==> src/shared/rasp_consts.svh <==
/*
  Constants for the request-phase capture and parity checker.
  Assumes inclusion by bare name from the package and the design files.
*/
`ifndef RASP_CONSTS_SVH
`define RASP_CONSTS_SVH
`define RASP_ADDR_MSB 35
`define RASP_ADDR_LSB 3
`define RASP_LOW_MSB 16
`define RASP_HIGH_LSB 17
`define RASP_SWAP_LSB 24
`define RASP_REQ_W 5
`define RASP_SYNC_STAGES 2
`endif

==> src/shared/rasp_pkg.sv <==
/*
  Types for the request-phase capture block.
  Assumes rasp_consts.svh is on the include path.
*/
`include "rasp_consts.svh"
package rasp_pkg;
  typedef struct packed {
    logic [`RASP_ADDR_MSB:`RASP_ADDR_LSB] addr_n;
    logic [`RASP_REQ_W-1:0] req_n;
  } rasp_half_t;
  typedef struct packed {
    logic [`RASP_ADDR_MSB:`RASP_ADDR_LSB] addr_n;
    logic [`RASP_ADDR_MSB:`RASP_ADDR_LSB] type_n;
    logic [`RASP_REQ_W-1:0] req_a_n;
    logic [`RASP_REQ_W-1:0] req_b_n;
    logic [1:0] parity_err;
  } rasp_req_t;
  typedef enum logic [1:0] {RASP_IDLE, RASP_SUB1, RASP_SUB2} rasp_state_t;
endpackage

==> src/verilog/rasp_sync.sv <==
/*
  Two-flop synchroniser with edge outputs, one per pin bit.
  Assumes async pins and one clock.
*/
`timescale 1ns/1ps
module rasp_sync #(
  parameter int W = 1
) (
  input wire logic clk_sys_i,
  input wire logic rst_i,
  input wire logic ce_i,
  input wire logic [W-1:0] d_i,
  output logic [W-1:0] q_o,
  output logic [W-1:0] rise_o,
  output logic [W-1:0] fall_o
);
  logic [W-1:0] s1_reg;
  logic [W-1:0] s2_reg;
  logic [W-1:0] s3_reg;
  // widths below one cannot be served
  if (W < 1) begin : g_bad_width
    $error("rasp_sync width must be at least one");
  end
  always_ff @(posedge clk_sys_i or posedge rst_i) begin
    if (rst_i) begin
      s1_reg <= '1;
      s2_reg <= '1;
      s3_reg <= '1;
    end else if (ce_i) begin
      s1_reg <= d_i;
      s2_reg <= s1_reg;
      s3_reg <= s2_reg;
    end
  end
  assign q_o = s2_reg;
  assign rise_o = s2_reg & ~s3_reg;
  assign fall_o = ~s2_reg & s3_reg;
endmodule

==> src/verilog/rasp_top.sv <==
/*
  Request-phase receiver: samples the request lines on both edges of the
  two source-synchronous strobes, checks both parity bits per sub-phase.
  Assumes strobe edges are many system clocks apart (link period 125 ns)
  and that data is stable over the sync delay around each strobe edge.
*/
`timescale 1ns/1ps
`include "rasp_consts.svh"
module rasp_top import rasp_pkg::*; (
  input wire logic clk_sys_i,
  input wire logic rst_i,
  input wire logic ce_i,
  input wire logic address_valid_strobe_n_i,
  input wire logic [1:0] source_sync_address_strobes_n_i,
  input wire logic [`RASP_ADDR_MSB:`RASP_ADDR_LSB] addr_n_i,
  input wire logic [`RASP_REQ_W-1:0] req_n_i,
  input wire logic [1:0] request_parity_pair_n_i,
  output rasp_req_t req_o,
  output logic req_valid_o,
  output logic parity_err_o
);
  localparam int AW = `RASP_ADDR_MSB - `RASP_ADDR_LSB + 1;
  localparam int SW = `RASP_ADDR_MSB - `RASP_SWAP_LSB + 1;
  localparam int LW = `RASP_SWAP_LSB - `RASP_ADDR_LSB;
  localparam int DW = AW + `RASP_REQ_W + 2;

  // data and parity pins synchronised along with strobes so they line up
  logic [DW-1:0] pins_q;
  logic [1:0] stb_rise;
  logic [1:0] stb_fall;
  logic avs_fall;

  rasp_sync #(.W(DW)) u_data (
    .clk_sys_i(clk_sys_i),
    .rst_i(rst_i),
    .ce_i(ce_i),
    .d_i({request_parity_pair_n_i, req_n_i, addr_n_i}),
    .q_o(pins_q),
    .rise_o(),
    .fall_o()
  );
  rasp_sync #(.W(2)) u_stb (
    .clk_sys_i(clk_sys_i),
    .rst_i(rst_i),
    .ce_i(ce_i),
    .d_i(source_sync_address_strobes_n_i),
    .q_o(),
    .rise_o(stb_rise),
    .fall_o(stb_fall)
  );
  rasp_sync #(.W(1)) u_avs (
    .clk_sys_i(clk_sys_i),
    .rst_i(rst_i),
    .ce_i(ce_i),
    .d_i(address_valid_strobe_n_i),
    .q_o(),
    .rise_o(),
    .fall_o(avs_fall)
  );

  wire [AW-1:0] addr_s = pins_q[AW-1:0];
  wire [`RASP_REQ_W-1:0] req_s = pins_q[AW+`RASP_REQ_W-1:AW];
  wire [1:0] par_s = pins_q[DW-1:DW-2];

  // low strobe carries request lines and lower group, high strobe the upper group
  wire low_edge = stb_rise[0] | stb_fall[0];
  wire high_edge = stb_rise[1] | stb_fall[1];
  wire first_half_low = stb_fall[0];
  wire first_half_high = stb_fall[1];
  localparam int LOWN = `RASP_LOW_MSB - `RASP_ADDR_LSB + 1;

  rasp_state_t state_reg, state_next;
  logic [AW-1:0] addr_reg, type_reg;
  logic [`RASP_REQ_W-1:0] req_a_reg, req_b_reg;
  logic [1:0] par1_reg;
  logic [1:0] got_reg;
  logic done_reg;
  rasp_req_t out_reg;
  logic valid_reg, err_reg;

  // inverted (high-active count) xor: even number low gives high parity
  function automatic logic even_low(input logic [AW+`RASP_REQ_W-1:0] v);
    even_low = ~^(~v);
  endfunction

  // sub-phase 1: upper bits on parity 0, lower on parity 1; swapped in 2
  function automatic logic [1:0] calc_par(input logic [AW-1:0] a,
                                          input logic [`RASP_REQ_W-1:0] r,
                                          input logic second);
    logic [AW+`RASP_REQ_W-1:0] up;
    logic [AW+`RASP_REQ_W-1:0] lo;
    up = '1;
    lo = '1;
    up[SW-1:0] = a[AW-1:LW];
    lo[LW+`RASP_REQ_W-1:0] = {r, a[LW-1:0]};
    if (second) begin
      calc_par = {even_low(up), even_low(lo)};
    end else begin
      calc_par = {even_low(lo), even_low(up)};
    end
  endfunction

  wire [1:0] par_exp1 = calc_par(addr_reg, req_a_reg, 1'b0);
  wire [1:0] par_exp2 = calc_par(type_reg, req_b_reg, 1'b1);
  wire [1:0] par_err = (par1_reg ^ par_exp1) | (par_s ^ par_exp2);
  wire both_second = (got_reg == 2'b11);

  always_comb begin
    state_next = state_reg;
    case (state_reg)
      RASP_IDLE: begin
        if (avs_fall) begin
          state_next = RASP_SUB1;
        end
      end
      RASP_SUB1: begin
        if (both_second) begin
          state_next = RASP_SUB2;
        end
      end
      RASP_SUB2: begin
        if (both_second) begin
          state_next = RASP_IDLE;
        end
      end
      default: state_next = RASP_IDLE;
    endcase
  end

  // got_reg: which strobe groups have shown their edge in this sub-phase
  always_ff @(posedge clk_sys_i or posedge rst_i) begin
    if (rst_i) begin
      state_reg <= RASP_IDLE;
      addr_reg <= '1;
      type_reg <= '1;
      req_a_reg <= '1;
      req_b_reg <= '1;
      par1_reg <= '1;
      got_reg <= '0;
      done_reg <= 1'b0;
    end else if (ce_i) begin
      state_reg <= state_next;
      done_reg <= (state_reg == RASP_SUB2) && both_second;
      if (state_reg == RASP_IDLE || both_second) begin
        got_reg <= '0;
      end else begin
        // sub-phase 1 takes the falling edges, sub-phase 2 the rising
        if ((state_reg == RASP_SUB1 && first_half_low) ||
            (state_reg == RASP_SUB2 && stb_rise[0])) begin
          got_reg[0] <= 1'b1;
        end
        if ((state_reg == RASP_SUB1 && first_half_high) ||
            (state_reg == RASP_SUB2 && stb_rise[1])) begin
          got_reg[1] <= 1'b1;
        end
      end
      if (state_reg == RASP_SUB1 && low_edge) begin
        addr_reg[LOWN-1:0] <= addr_s[LOWN-1:0];
        req_a_reg <= req_s;
        par1_reg <= par_s;
      end
      if (state_reg == RASP_SUB1 && high_edge) begin
        addr_reg[AW-1:LOWN] <= addr_s[AW-1:LOWN];
      end
      if (state_reg == RASP_SUB2 && low_edge) begin
        type_reg[LOWN-1:0] <= addr_s[LOWN-1:0];
        req_b_reg <= req_s;
      end
      if (state_reg == RASP_SUB2 && high_edge) begin
        type_reg[AW-1:LOWN] <= addr_s[AW-1:LOWN];
      end
    end
  end

  // parity of sub-phase 2 read from pins two cycles after the last edge is seen
  always_ff @(posedge clk_sys_i or posedge rst_i) begin
    if (rst_i) begin
      out_reg <= '0;
      valid_reg <= 1'b0;
      err_reg <= 1'b0;
    end else if (ce_i) begin
      valid_reg <= done_reg;
      if (done_reg) begin
        out_reg.addr_n <= addr_reg;
        out_reg.type_n <= type_reg;
        out_reg.req_a_n <= req_a_reg;
        out_reg.req_b_n <= req_b_reg;
        out_reg.parity_err <= par_err;
        err_reg <= |par_err;
      end
    end
  end

  assign req_o = out_reg;
  assign req_valid_o = valid_reg;
  assign parity_err_o = err_reg;
endmodule

==> config.mk <==
export PLATFORM = sky130hd
export DESIGN_NAME = rasp_top
export DESIGN_NICKNAME = d
export VERILOG_FILES = /design/src/shared/rasp_pkg.sv /design/src/verilog/rasp_sync.sv /design/src/verilog/rasp_top.sv
export VERILOG_INCLUDE_DIRS = /design/src /design/src/shared
export SDC_FILE = /design/constraint.sdc
export NUM_CORES = 1
export LEC_CHECK = 0
export BUFFER_PORTS_ARGS = -buffer_cell sky130_fd_sc_hd__buf_2
export CAP_MARGIN = 5
export CELL_PAD_IN_SITES_DETAIL_PLACEMENT = 0
export CELL_PAD_IN_SITES_GLOBAL_PLACEMENT = 1
export CORE_ASPECT_RATIO = 0.7
export CORE_MARGIN = 2
export CORE_UTILIZATION = 53
export DETAILED_ROUTE_END_ITERATION = 16
export GPL_TIMING_DRIVEN = 0
export HOLD_SLACK_MARGIN = 0.02
export PLACE_DENSITY_LB_ADDON = 0.1
export REMOVE_ABC_BUFFERS = 1
export SYNTH_ARGS = -nofsm -noshare
export SYNTH_HDL_FRONTEND = slang
export SYNTH_SLANG_ARGS = --single-unit
==> constraint.sdc <==
create_clock -name clk_sys_i -period 14 [get_ports clk_sys_i]
set_input_delay 1.4 -clock clk_sys_i [delete_from_list [all_inputs] [get_ports clk_sys_i]]
set_output_delay 1.4 -clock clk_sys_i [all_outputs]
set_load 0.005 [all_outputs]
# [Word level (Yosys, flattened, before mapping)]
# Cells that the tools add are included.
[word_totals] register_bits=252 out_inout_bits=80 in_bits=46 wordCells=82
[op_classes] n_reduce_logical=28 n_bitwise=15 n_eq_ne=6 mux=7
[ops] operator="$not 38->38" n=4
[ops] operator="$reduce_xnor 38->1" n=4
[ops] operator="$reduce_and 2->1" n=7
[ops] operator="$logic_and 1x1->1" n=9
[ops] operator="$mux 2" n=4
[ops] operator="$ne 2x2->1 const B" n=3
[ops] operator="$pmux 2 s3" n=1
[ops] operator="$and 2x2->2" n=2
[ops] operator="$eq 2x2->1 const B" n=2
[ops] operator="$not 2->2" n=2
[ops] operator="$reduce_and 4->1" n=1
[ops] operator="$reduce_bool 2->1" n=2
[ops] operator="$xor 2x2->2" n=2
[ops] operator="$logic_or 1x1->1" n=3
[ops] operator="$eq 2x1->1 const B" n=1
[ops] operator="$logic_not 2->1" n=1
[ops] operator="$mux 1" n=2
[ops] operator="$or 1x1->1" n=2
[ops] operator="$or 2x2->2" n=1
[ops] operator="$reduce_or 2->1" n=1
[ops] operator="$and 1x1->1" n=1
[ops] operator="$not 1->1" n=1

# [Longest topological paths before layout]
# Gate-level depths: netlist (run 1).
[depth] depth_word=6 depth_mapped=6 ltp_nobuf=5

# [Modules after synthesis]
# From an unflattened synthesis (run 1), not the netlist that was laid out.
[unflattened] cells_unflattened=802 area_unflattened_um2=12472.0
[modules_own_cells] mod="rasp_top" cells_each=441 area_per_inst_um2=6912.9 n_inst=1 seq_area_each_um2=4176.5
[modules_own_cells] mod="rasp_sync (u_data)" cells_each=334 area_per_inst_um2=5142.4 n_inst=1 seq_area_each_um2=3153.0
[modules_own_cells] mod="rasp_sync (u_stb)" cells_each=18 area_per_inst_um2=287.8 n_inst=1 seq_area_each_um2=157.7
[modules_own_cells] mod="rasp_sync (u_avs)" cells_each=9 area_per_inst_um2=128.9 n_inst=1 seq_area_each_um2=78.8

# [Worst setup path before layout (run 1)]
# Ideal clock, no wire load.
[synth_path] kind="input -> register" from="in ce_i" to="reg req_b_reg[0]" path_slack_ps=11429 arrival_time_ps=2489 path_buffers=1 t_required_ps=13918 setup_ps=82 cell_stages=6 cell_sequence="inv_1 -> nor2_1 -> nand2_1 -> nor2_4 -> buf_4 -> mux2_2"
[synth_between] elab_chain_cells=1
[synth_lines] item="start: declaration" line_no="rasp_top.sv:12" source="input wire logic ce_i,"
[synth_lines] item="$reduce_and 2->1 (no line)"
[synth_lines] item="end signal: assignment" line_no="rasp_top.sv:167" source="req_b_reg <= req_s;"
[synth_lines] item="end: declaration" line_no="rasp_top.sv:74" source="logic [`RASP_REQ_W-1:0] req_a_reg, req_b_reg;"
# Every way passes these cells.
# A chain may end at the register's enable or synchronous reset.

# [Final worst setup path (run 1)]
[layout_path] from="in ce_i" to="reg type_reg[4]"
[layout_between] elab_chain_cells=1
[layout_lines] item="$reduce_and 2->1 (no line)"
[layout_lines] item="end signal: indexed assignment" line_no="rasp_top.sv:166" source="type_reg[LOWN-1:0] <= addr_s[LOWN-1:0];"
[layout_lines] item="end signal: indexed assignment" line_no="rasp_top.sv:170" source="type_reg[AW-1:LOWN] <= addr_s[AW-1:LOWN];"
[layout_lines] item="end: declaration" line_no="rasp_top.sv:73" source="logic [AW-1:0] addr_reg, type_reg;"
# Every way passes these cells.

==> reports/metrics.cfg, run 1 <==
[route]
drt-total-wl_um=18970
ant_nets=0
drc_errors=0
wl_per_cell_um=18.06
drtIter0Drc=299
drt_pass1_iterations=4
routed-via-count=5436
vias_per_cell=5.177

[clock_tree]
cts_max_path_buffers=3
cts_tree=yes
clock_sinks=252
h-tree-depth=1
cts_root_buffer=clkbuf_16
numCtsBuffers=24
post_cts_buffers=0
post_cts_resized=0
clkSlewWorstSetupHoldPaths_ns=0.06
worstSkewPairLatency_ns=0.50
hold_buffers=0

[synthesis]
yosys.area.top_type_share_pct=42.26
synth_seq_cells=252
avgSynthCellArea_um2=16.20
ys_warn_count=0
ys.flop_type=dfstp_2
synth-compound-area-share_pct=1.338
netlist_area_um2=10380
synth_edf_count=0
synth_top_family_by_area=multiplexers
synth_cells=641
yosysTopAreaCell=dfstp_2
synth.distinct_cells=29
synthXorXnorAreaFrac_pct=6.820
yosys.area_share.simple_pct=1.193
netlist_top_cells_area=dfstp_2, mux2_2, dfrtp_1, xnor2_1, xnor3_1
synthMuxAreaShare_pct=25.92
ys_async_sr_fraction_pct=100.0
synth_adder_area_share_pct=0.4820
synth_seq_area_share_pct=62.74

[final_layout]
fill_cells=1452
layout-drive-gt1-share_pct=73.03
nets=819
num_antenna_cells=0
most-common-layout-cells=mux2_2, dfstp_2, buf_2
synthToLayoutAreaGrowth_pct=16.13
layout_commonest_cell=mux2_2
register_area_um2=6515
largest_register_ffs=78
final_util_pct=63.22
multi_input_area_um2=3724

[flow_run]
cap_violations=0

[timing]
hold_viol_final=0
skew_ns=0.006830
timing.fmax_mhz=304.8
slew-limit-headroom_pct=41.68
worst_slew_pin_slew_ns=0.8749
fin_crit_sh_pct=23.44
setup_viol=0
rsz0062_at_grt=no
tns_ns=0
period_needed_ns=3.281
maxSlewViolCount=0
fin_ws_ns=10.72
whs_ns=0.4771

[worst_hold_path]
hp-class=reg -> reg

[placement]
pre_cts_slack_ns=10.16
gp_congestion=0.7608
dpl.hpwl_um=12270
io_buffers=125

[grt]
grt_pass1_wl_um=30830
grt_usage_pct=18.99
grt_pass1_vias=5763
antenna_found_initial=1
grt_overflow=0
grt_max_degree=140

[floorplanning]
ios=126
die_w_um=171.3
fp-row-count=42
die_h_um=121.1
coreArea_um2=19080
start_util_pct=54.43
dieArea_um2=20750

[critical_path]
arrival_ns=3.71
crit_fanout=75
critPathMaxStageDelay_ns=0.57
crit_path_cell_trace=buf_4, buf_16, inv_1, nor2_1, nand2_1, nor2_4, mux2_2
critPathSlowestCell=nor2_4
startpoint=ce_i
critPathTopFamily=simple AND/OR/NAND/NOR gates
startpoint_type=input pin
crit_buf_inv=3
r2r-end=addr_reg[9]
crit_cells=7
crit_path_end=type_reg[4]
reg2reg_depth=4
r2r-start=u_stb.s3_reg[0]
required_ns=14.43
path_class=in -> reg
r2r_slack_ns=11.88
end_kind=flip-flop

[pwr]
irDropWorstVdd_mv=0.2000
p_leak_nw=5.499
powerDensity_nw_per_um2=212.7

[run_status]
outcome=completed

-- power by group --
group	internal [mW]	switching (mW)	total, mW
registers	0.984	0.134	1.12
logic	0.497	0.336	0.834
clock network	0.354	0.260	0.614
total	1.83	0.730	2.57
-- Yosys cell counts (2+ instances only) --
library cell  count
a32o_1            2
mux2_1            4
nor2b_1           2
mux2_2          235
xnor2_1          55
inv_1             8
a22o_1            2
o22ai_1           2
a31oi_1           3
nand2_1           7
dfrtp_1          85
ha_1              4
xor2_1            6
xnor3_1           7
o21ai_0           6
nor2_1           10
nor2_4            3
clkbuf_1          8
buf_4             3
buf_2            14
dfstp_2         167
-- routing by layer --
layer / up-vias / share of wire [%] / wire length, um / global-route usage (%)
met3: 30 / 4.4 / 843 / 3.979
met5: - / 0.037 / 7 / 0
met1: 2801 / 48 / 9172 / 28.02
met2: 107 / 46 / 8632 / 29.41
li1: 2496 / - / - / -
met4: 2 / 1.6 / 310 / 3.655
-- cells by family after synthesis --
logic type,count (synthesis)
AOI/OAI and AO/OA,19
xor gates and xnor gates,69
muxes,239
and+or+nand+nor,24
adders and majority gates,4
DFF,252
buffers and inverters,34
-- area by class of cell --
type                       instances  share of cell area (%)
clock buffer                      38                   6.007
clock inverter                     5                  0.2075
inverter                           8                  0.3113
multi-input combinational        355                   30.88
sequential                       252                   54.03
tap                              264                   2.739
timing repair buffer             128                   5.831
-- per-stage QoR --
| step | power [mW] | area [um^2] | instances |
|---|---|---|---|
| floorplan | 1.775 | 10260 | 615 |
| global placement | 1.952 | 11210 | 1004 |
| detailed placement | 1.976 | 11310 | 1007 |
| CTS | 2.603 | 12060 | 1050 |
| global route | 2.717 | 12060 | 1050 |
| finish | 2.565 | 12060 | 1050 |
-- worst min path at each step --
stage | startpoint | end | slack, ns | depth (start not counted)
after global placement | req_valid_o | req_valid_o | 0.46 | 1
final | req_valid_o | req_valid_o | 0.48 | 1
after CTS | req_valid_o | req_valid_o | 0.49 | 1
after detailed placement | req_valid_o | req_valid_o | 0.47 | 1
after global routing | req_o[64] | req_o[64] | 0.52 | 1
after floorplan | u_stb.s1_reg[0] | u_stb.q_o[0] | 0.46 | 2
(Power assumes the default switching activity.)
==> run 2: changes to the inputs <==
- ABC_AREA: unset -> 1
- CORE_UTILIZATION: 53 -> 40
- clock period: 14 -> 2.7 ns (I/O delays scaled with it)
==> run 2 against run 1 <==
- utilization decreased by 13 points
- critical path depth decreased by 1
- first-iteration DRC count increased by 32%
- clock power increased to 6.1 times the previous value
- global-route usage decreased by 1.3 points
- die area increased by 39%
- critical path type unchanged
- highest routed layer is now met4
==> reports/metrics.cfg, run 2 <==
[run_status]
outcome=completed

[timing]
skew_ns=0.01722
maxSlewViolCount=0
setup_viol=0
fin_crit_sh_pct=83.28
timing.fmax_mhz=444.7
tns_ns=0
period_needed_ns=2.249
hold_viol_final=0
rsz0062_at_grt=no
fin_ws_ns=0.4514
worst_slew_pin_slew_ns=1.226
slew-limit-headroom_pct=18.16

[clock_tree]
numCtsBuffers=27
cts_root_buffer=clkbuf_16
cts_tree=yes
clkSlewWorstSetupHoldPaths_ns=0.06
cts_max_path_buffers=3
h-tree-depth=1
clock_sinks=252
post_cts_resized=0
worstSkewPairLatency_ns=0.54

[critical_path]
arrival_ns=2.69
startpoint_type=input pin
path_class=in -> reg
crit_fanout=50
critPathMaxStageDelay_ns=0.97
crit_path_cell_trace=buf_4, inv_2, nor2_1, nand2_2, nand2_1, o21ai_1
critPathSlowestCell=inv_2
end_kind=flip-flop
required_ns=3.14

[pwr]
irDropWorstVdd_mv=0.4912
p_leak_nw=6.758
powerDensity_nw_per_um2=1136

[floorplanning]
die_w_um=202.5
dieArea_um2=28940
die_h_um=142.9
fp-row-count=50
start_util_pct=41.00
ios=126
coreArea_um2=26900

[synthesis]
synth_seq_area_share_pct=59.08
synth_cells=1317
synth_seq_cells=252
synth_edf_count=0
synthTopCellsByCount=nand2_1, dfstp_2, inv_1
yosysMostFrequentCell=nand2_1
ys_warn_count=0
yosys.area.top_type_share_pct=39.79
avgSynthCellArea_um2=8.374
ys_async_sr_fraction_pct=100.0
ys.flop_type=dfstp_2
netlist_area_um2=11030
netlist_top_cells_area=dfstp_2, nand2_1, dfrtp_1, o21ai_0, o21ai_1
yosysTopAreaCell=dfstp_2
synth.distinct_cells=25

[placement]
gp_congestion=0.7516
numPlacedInstances=1757
io_buffers=125
pre_cts_slack_ns=-0.2022
dpl.hpwl_um=16020

[final_layout]
stdcell_count=1851
num_antenna_cells=0
synthToLayoutAreaGrowth_pct=21.70
most-common-layout-cells=nand2_1, dfstp_2, buf_2
layout-drive-gt1-share_pct=24.34
fill_cells=2655
nets=1516
largest_register_ffs=78
layout_commonest_cell=nand2_1

[worst_hold_path]
hp-class=in -> reg

[route]
routed-via-count=8350
vias_per_cell=4.511
drt_pass1_iterations=5
ant_nets=0
routed.top_layer=met4
wl_per_cell_um=13.59
drt-total-wl_um=25160
drtIter0Drc=394
drt-met1-wl_um=13260
drc_errors=0
wl_met3_um=814
met2_length_um=10700

[grt]
grt_pass1_vias=7786
grt_usage_pct=17.68
antenna_found_initial=0
grt_overflow=0
grt_max_degree=117
grt_pass1_wl_um=40810

[flow_run]
cap_violations=0

==> run 2: cell count changes after synthesis, sizes merged, moves of 7 or more <==
cell / previous run / this run
o21ai: 6 / 166
xnor3: 7 / 0
xnor2: 56 / 18
nand2: 7 / 656
mux2: 239 / 0
inv: 8 / 106
clkbuf: 8 / 37
nand3: 0 / 16
xor2: 6 / 14
==> run 2: final timing paths <==
check / from / end / slack [ns] / cells after the start
worst min-delay path: ce_i / u_data.s1_reg[10] / 0.18 / 3
worst max register to register: u_stb.s3_reg[0] / req_a_reg[0] / 0.67 / 5
min in group asynchronous: rst_i / req_valid_o / 0.30 / 3
worst min register to register: u_data.s1_reg[13] / u_data.s1_reg[13] / 0.46 / 2
worst max-delay path: ce_i / req_a_reg[0] / 0.45 / 6
max in group asynchronous: rst_i / req_o[47] / 1.44 / 4
==> run 2: routing by layer <==
layer / global-route usage (%) / up-vias
li1: - / 4365
met1: 26.64 / 3873
met2: 26.77 / 87
met3: 3.241 / 25
met4: 3.265 / 0
met5: 0 / -
==> run 2: final cells by class <==
type / instances / area (um^2) / share of cell area [%]
flip-flops and latches: 252 / 6515 / 48.54
well taps: 364 / 455.4 / 3.393
clock buffers: 38 / 757.0 / 5.640
clock inverters: 12 / 138.9 / 1.035
multi-input cells: 903 / 3889 / 28.97
inverters: 106 / 405.4 / 3.020
repair buffers: 176 / 1261 / 9.397
==> run 2: cell families (layout without fill, tap and decap cells) <==
| family | Yosys count | in the layout | share of synthesized area, % |
|---|---|---|---|
| adder cells (fa/ha/maj) | 4 | 4 | 0.4538 |
| buffers and inverters | 162 | 332 | 5.752 |
| AND/OR/NAND/NOR | 693 | 693 | 24.14 |
| XOR/XNOR | 32 | 32 | 2.541 |
| flip-flops | 252 | 252 | 59.08 |
| AO/OA/AOI/OAI | 174 | 174 | 8.033 |
==> run 2: report_power, final <==
part / internal (mW) / switching, mW / leakage [nW]
Combinational: 2.10 / 3.15 / 3.41
Sequential: 5.37 / 0.849 / 2.90
Clock: 2.24 / 1.53 / 0.448
==> run 2: timing repair <==
item                                   CTS  global route
hold buffers                            44             0
endpoints found under the hold margin   65             0
buffers inserted                         0             0
==> run 2: worst max-delay path: cells and delay by family <==
kind	cells	cell delay, ns
buffers and inverters	2	1.24
and+or+nand+nor	3	0.94
AOI/OAI and AO/OA	1	0.12
==> run 2: stage by stage <==
stage	power, mW	utilization, %	cell area [um^2]	hold WS [ns]
after global routing	16.55	49.89	13420	0.2181
after detailed placement	11.56	44.93	12090	0.3372
after floorplan	9.853	-	10790	0.3440
after global placement	11.41	44.13	11870	0.4510
final	15.25	49.89	13420	0.1828
after CTS	15.48	49.89	13420	0.1707
==> run 3: changes to the inputs <==
- clock period: 2.7 -> 2 ns (I/O delays scaled with it)
==> run 3 against run 2 <==
- the flow now finishes with violations (setup timing)
- highest routed layer unchanged
- sequential power rose by 35%
- final cell count stayed put
- via count increased by 0.61%
- critical path type is now reg -> reg
- final area is 0.25% higher
- clock skew down 0.0019 ns
- global-route usage barely moved
- combinational power up 37%
==> reports/metrics.cfg, run 3 (synthesis results as in run 2) <==
[floorplanning]
die_h_um=142.9
start_util_pct=41.00
dieArea_um2=28940
fp-row-count=50
ios=126
coreArea_um2=26900
die_w_um=202.5

[route]
routed.top_layer=met4
drt-total-wl_um=25160
wl_per_cell_um=13.59
drt-met1-wl_um=13120
ant_nets=0
vias_per_cell=4.539
drc_errors=0
drt_pass1_iterations=5
routed-via-count=8401
wl_met3_um=934
drtIter0Drc=414
met2_length_um=10710

[worst_hold_path]
min_delay_worst_endpoint=u_data.s1_reg[10]
hold_depth=3
hp-class=in -> reg
hp-start=ce_i

[placement]
gp_congestion=0.7516
numPlacedInstances=1757
pre_cts_slack_ns=-0.8322
io_buffers=125
dpl.hpwl_um=16020

[pwr]
powerDensity_nw_per_um2=1536
irDropWorstVdd_mv=0.6755
design_power_total_mw=20.66
p_leak_nw=6.754

[clock_tree]
worstSkewPairLatency_ns=0.54
clock_sinks=252
h-tree-depth=1
clkSlewWorstSetupHoldPaths_ns=0.06
cts_tree=yes
post_cts_buffers=0
cts_root_buffer=clkbuf_16
cts_max_path_buffers=3
numCtsBuffers=27

[critical_path]
critPathMaxStageDelay_ns=0.53
startpoint_type=flip-flop
crit_buf_inv=1
arrival_ns=2.45
r2r-end=req_a_reg[0]
crit_path_cell_trace=inv_1, ha_1, nor2_1, nand2_2, o21ai_1
startpoint=u_stb.s3_reg[0]
required_ns=2.45
critPathTopFamily=simple AND/OR/NAND/NOR gates
path_class=reg -> reg
reg2reg_depth=5
r2r-start=u_stb.s3_reg[0]
critPathSlowestCell=dfstp_2
end_kind=flip-flop
crit_fanout=42
r2r_slack_ns=-0.005

[final_layout]
largest_register_ffs=78
num_antenna_cells=0
register_area_um2=6515
layout_commonest_cell=nand2_1
final_util_pct=50.02
stdcell_count=1851
most-common-layout-cells=nand2_1, dfstp_2, buf_2
nets=1516
synthToLayoutAreaGrowth_pct=22.01
layout-drive-gt1-share_pct=24.75
multi_input_area_um2=3913
fill_cells=2649

[timing]
maxSlewViolCount=0
worst_slew_pin_slew_ns=0.8647
skew_ns=0.01536
rsz0062_at_grt=yes
fin_ws_ns=-0.005396
hold_viol_final=0
period_needed_ns=2.005
setup_viol=2
slew-limit-headroom_pct=42.15
fin_crit_sh_pct=100.3
timing.fmax_mhz=498.7

[run_status]
outcome=complete, but fails checks
violations=setup timing

[grt]
grt_max_degree=117
grt_pass1_wl_um=40830
antenna_found_initial=0
grt_overflow=0
grt_usage_pct=17.69
grt_pass1_vias=7788

[flow_run]
cap_violations=0

==> run 3: cell types whose count changed in the layout (fill, tap and decap cells not counted) <==
cell	before	now
nand2_1	647	641
nand2_8	0	1
nand2_4	2	1
inv_8	1	2
inv_4	0	1
inv_2	9	7
nand2_2	7	13
==> run 3: worst max path at each step <==
stage                     slack, ns           end  cells past startpoint
final                        -0.005  req_a_reg[0]                      5
after CTS                     -0.05   addr_reg[5]                      5
after global routing          -0.20  req_a_reg[1]                      5
after global placement        -8.05     req_o[47]                      2
after detailed placement      -0.83  parity_err_o                      7
after floorplan               -4.85      done_reg                      1
==> run 3: layout make-up <==
class	instances	area share (%)
repair buffers	176	9.373
inverters	106	3.087
clock inverters	12	1.032
multi-input cells	903	29.08
well taps	364	3.385
clock buffers	38	5.626
flip-flops and latches	252	48.42
==> run 3: worst reg2reg max path, stage by stage, from the launching register on <==
cell and delay, ns:
dfstp_2 0.53, inv_1 0.05, ha_1 0.29, nor2_1 0.16, nand2_2 0.51, o21ai_1 0.38
==> run 3: routing by layer <==
metal | up-vias | track usage, %
met5 | - | 0
li1 | 4368 | -
met3 | 26 | 3.241
met2 | 112 | 26.80
met4 | 0 | 3.265
met1 | 3895 | 26.64
==> run 3: power by group <==
part           internal [mW]  switching (mW)  leakage (nW)
Clock                   3.02            2.06         0.448
Sequential              7.25            1.15          2.90
Combinational           2.87            4.31          3.41
==> run 3: timing repair <==
action,4_1_cts,5_1_grt
pin swaps,0,2
gates resized for setup,4,7
hold endpoints to repair,75,0
cloned,0,0
endpoints found under the setup margin,101,46
hold buffers,44,0
==> run 3: per-stage QoR <==
stage	setup TNS, ns	hold WS (ns)	cell area (um^2)
2_1_floorplan	-966.58	0.2740	10790
3_3_place_gp	-2334.17	0.3984	11870
3_5_place_dp	-80.22	0.2672	12090
4_1_cts	-0.3118	0.1054	13430
5_1_grt	-4.813	0.1524	13460
6_report	-0.01018	0.1164	13460
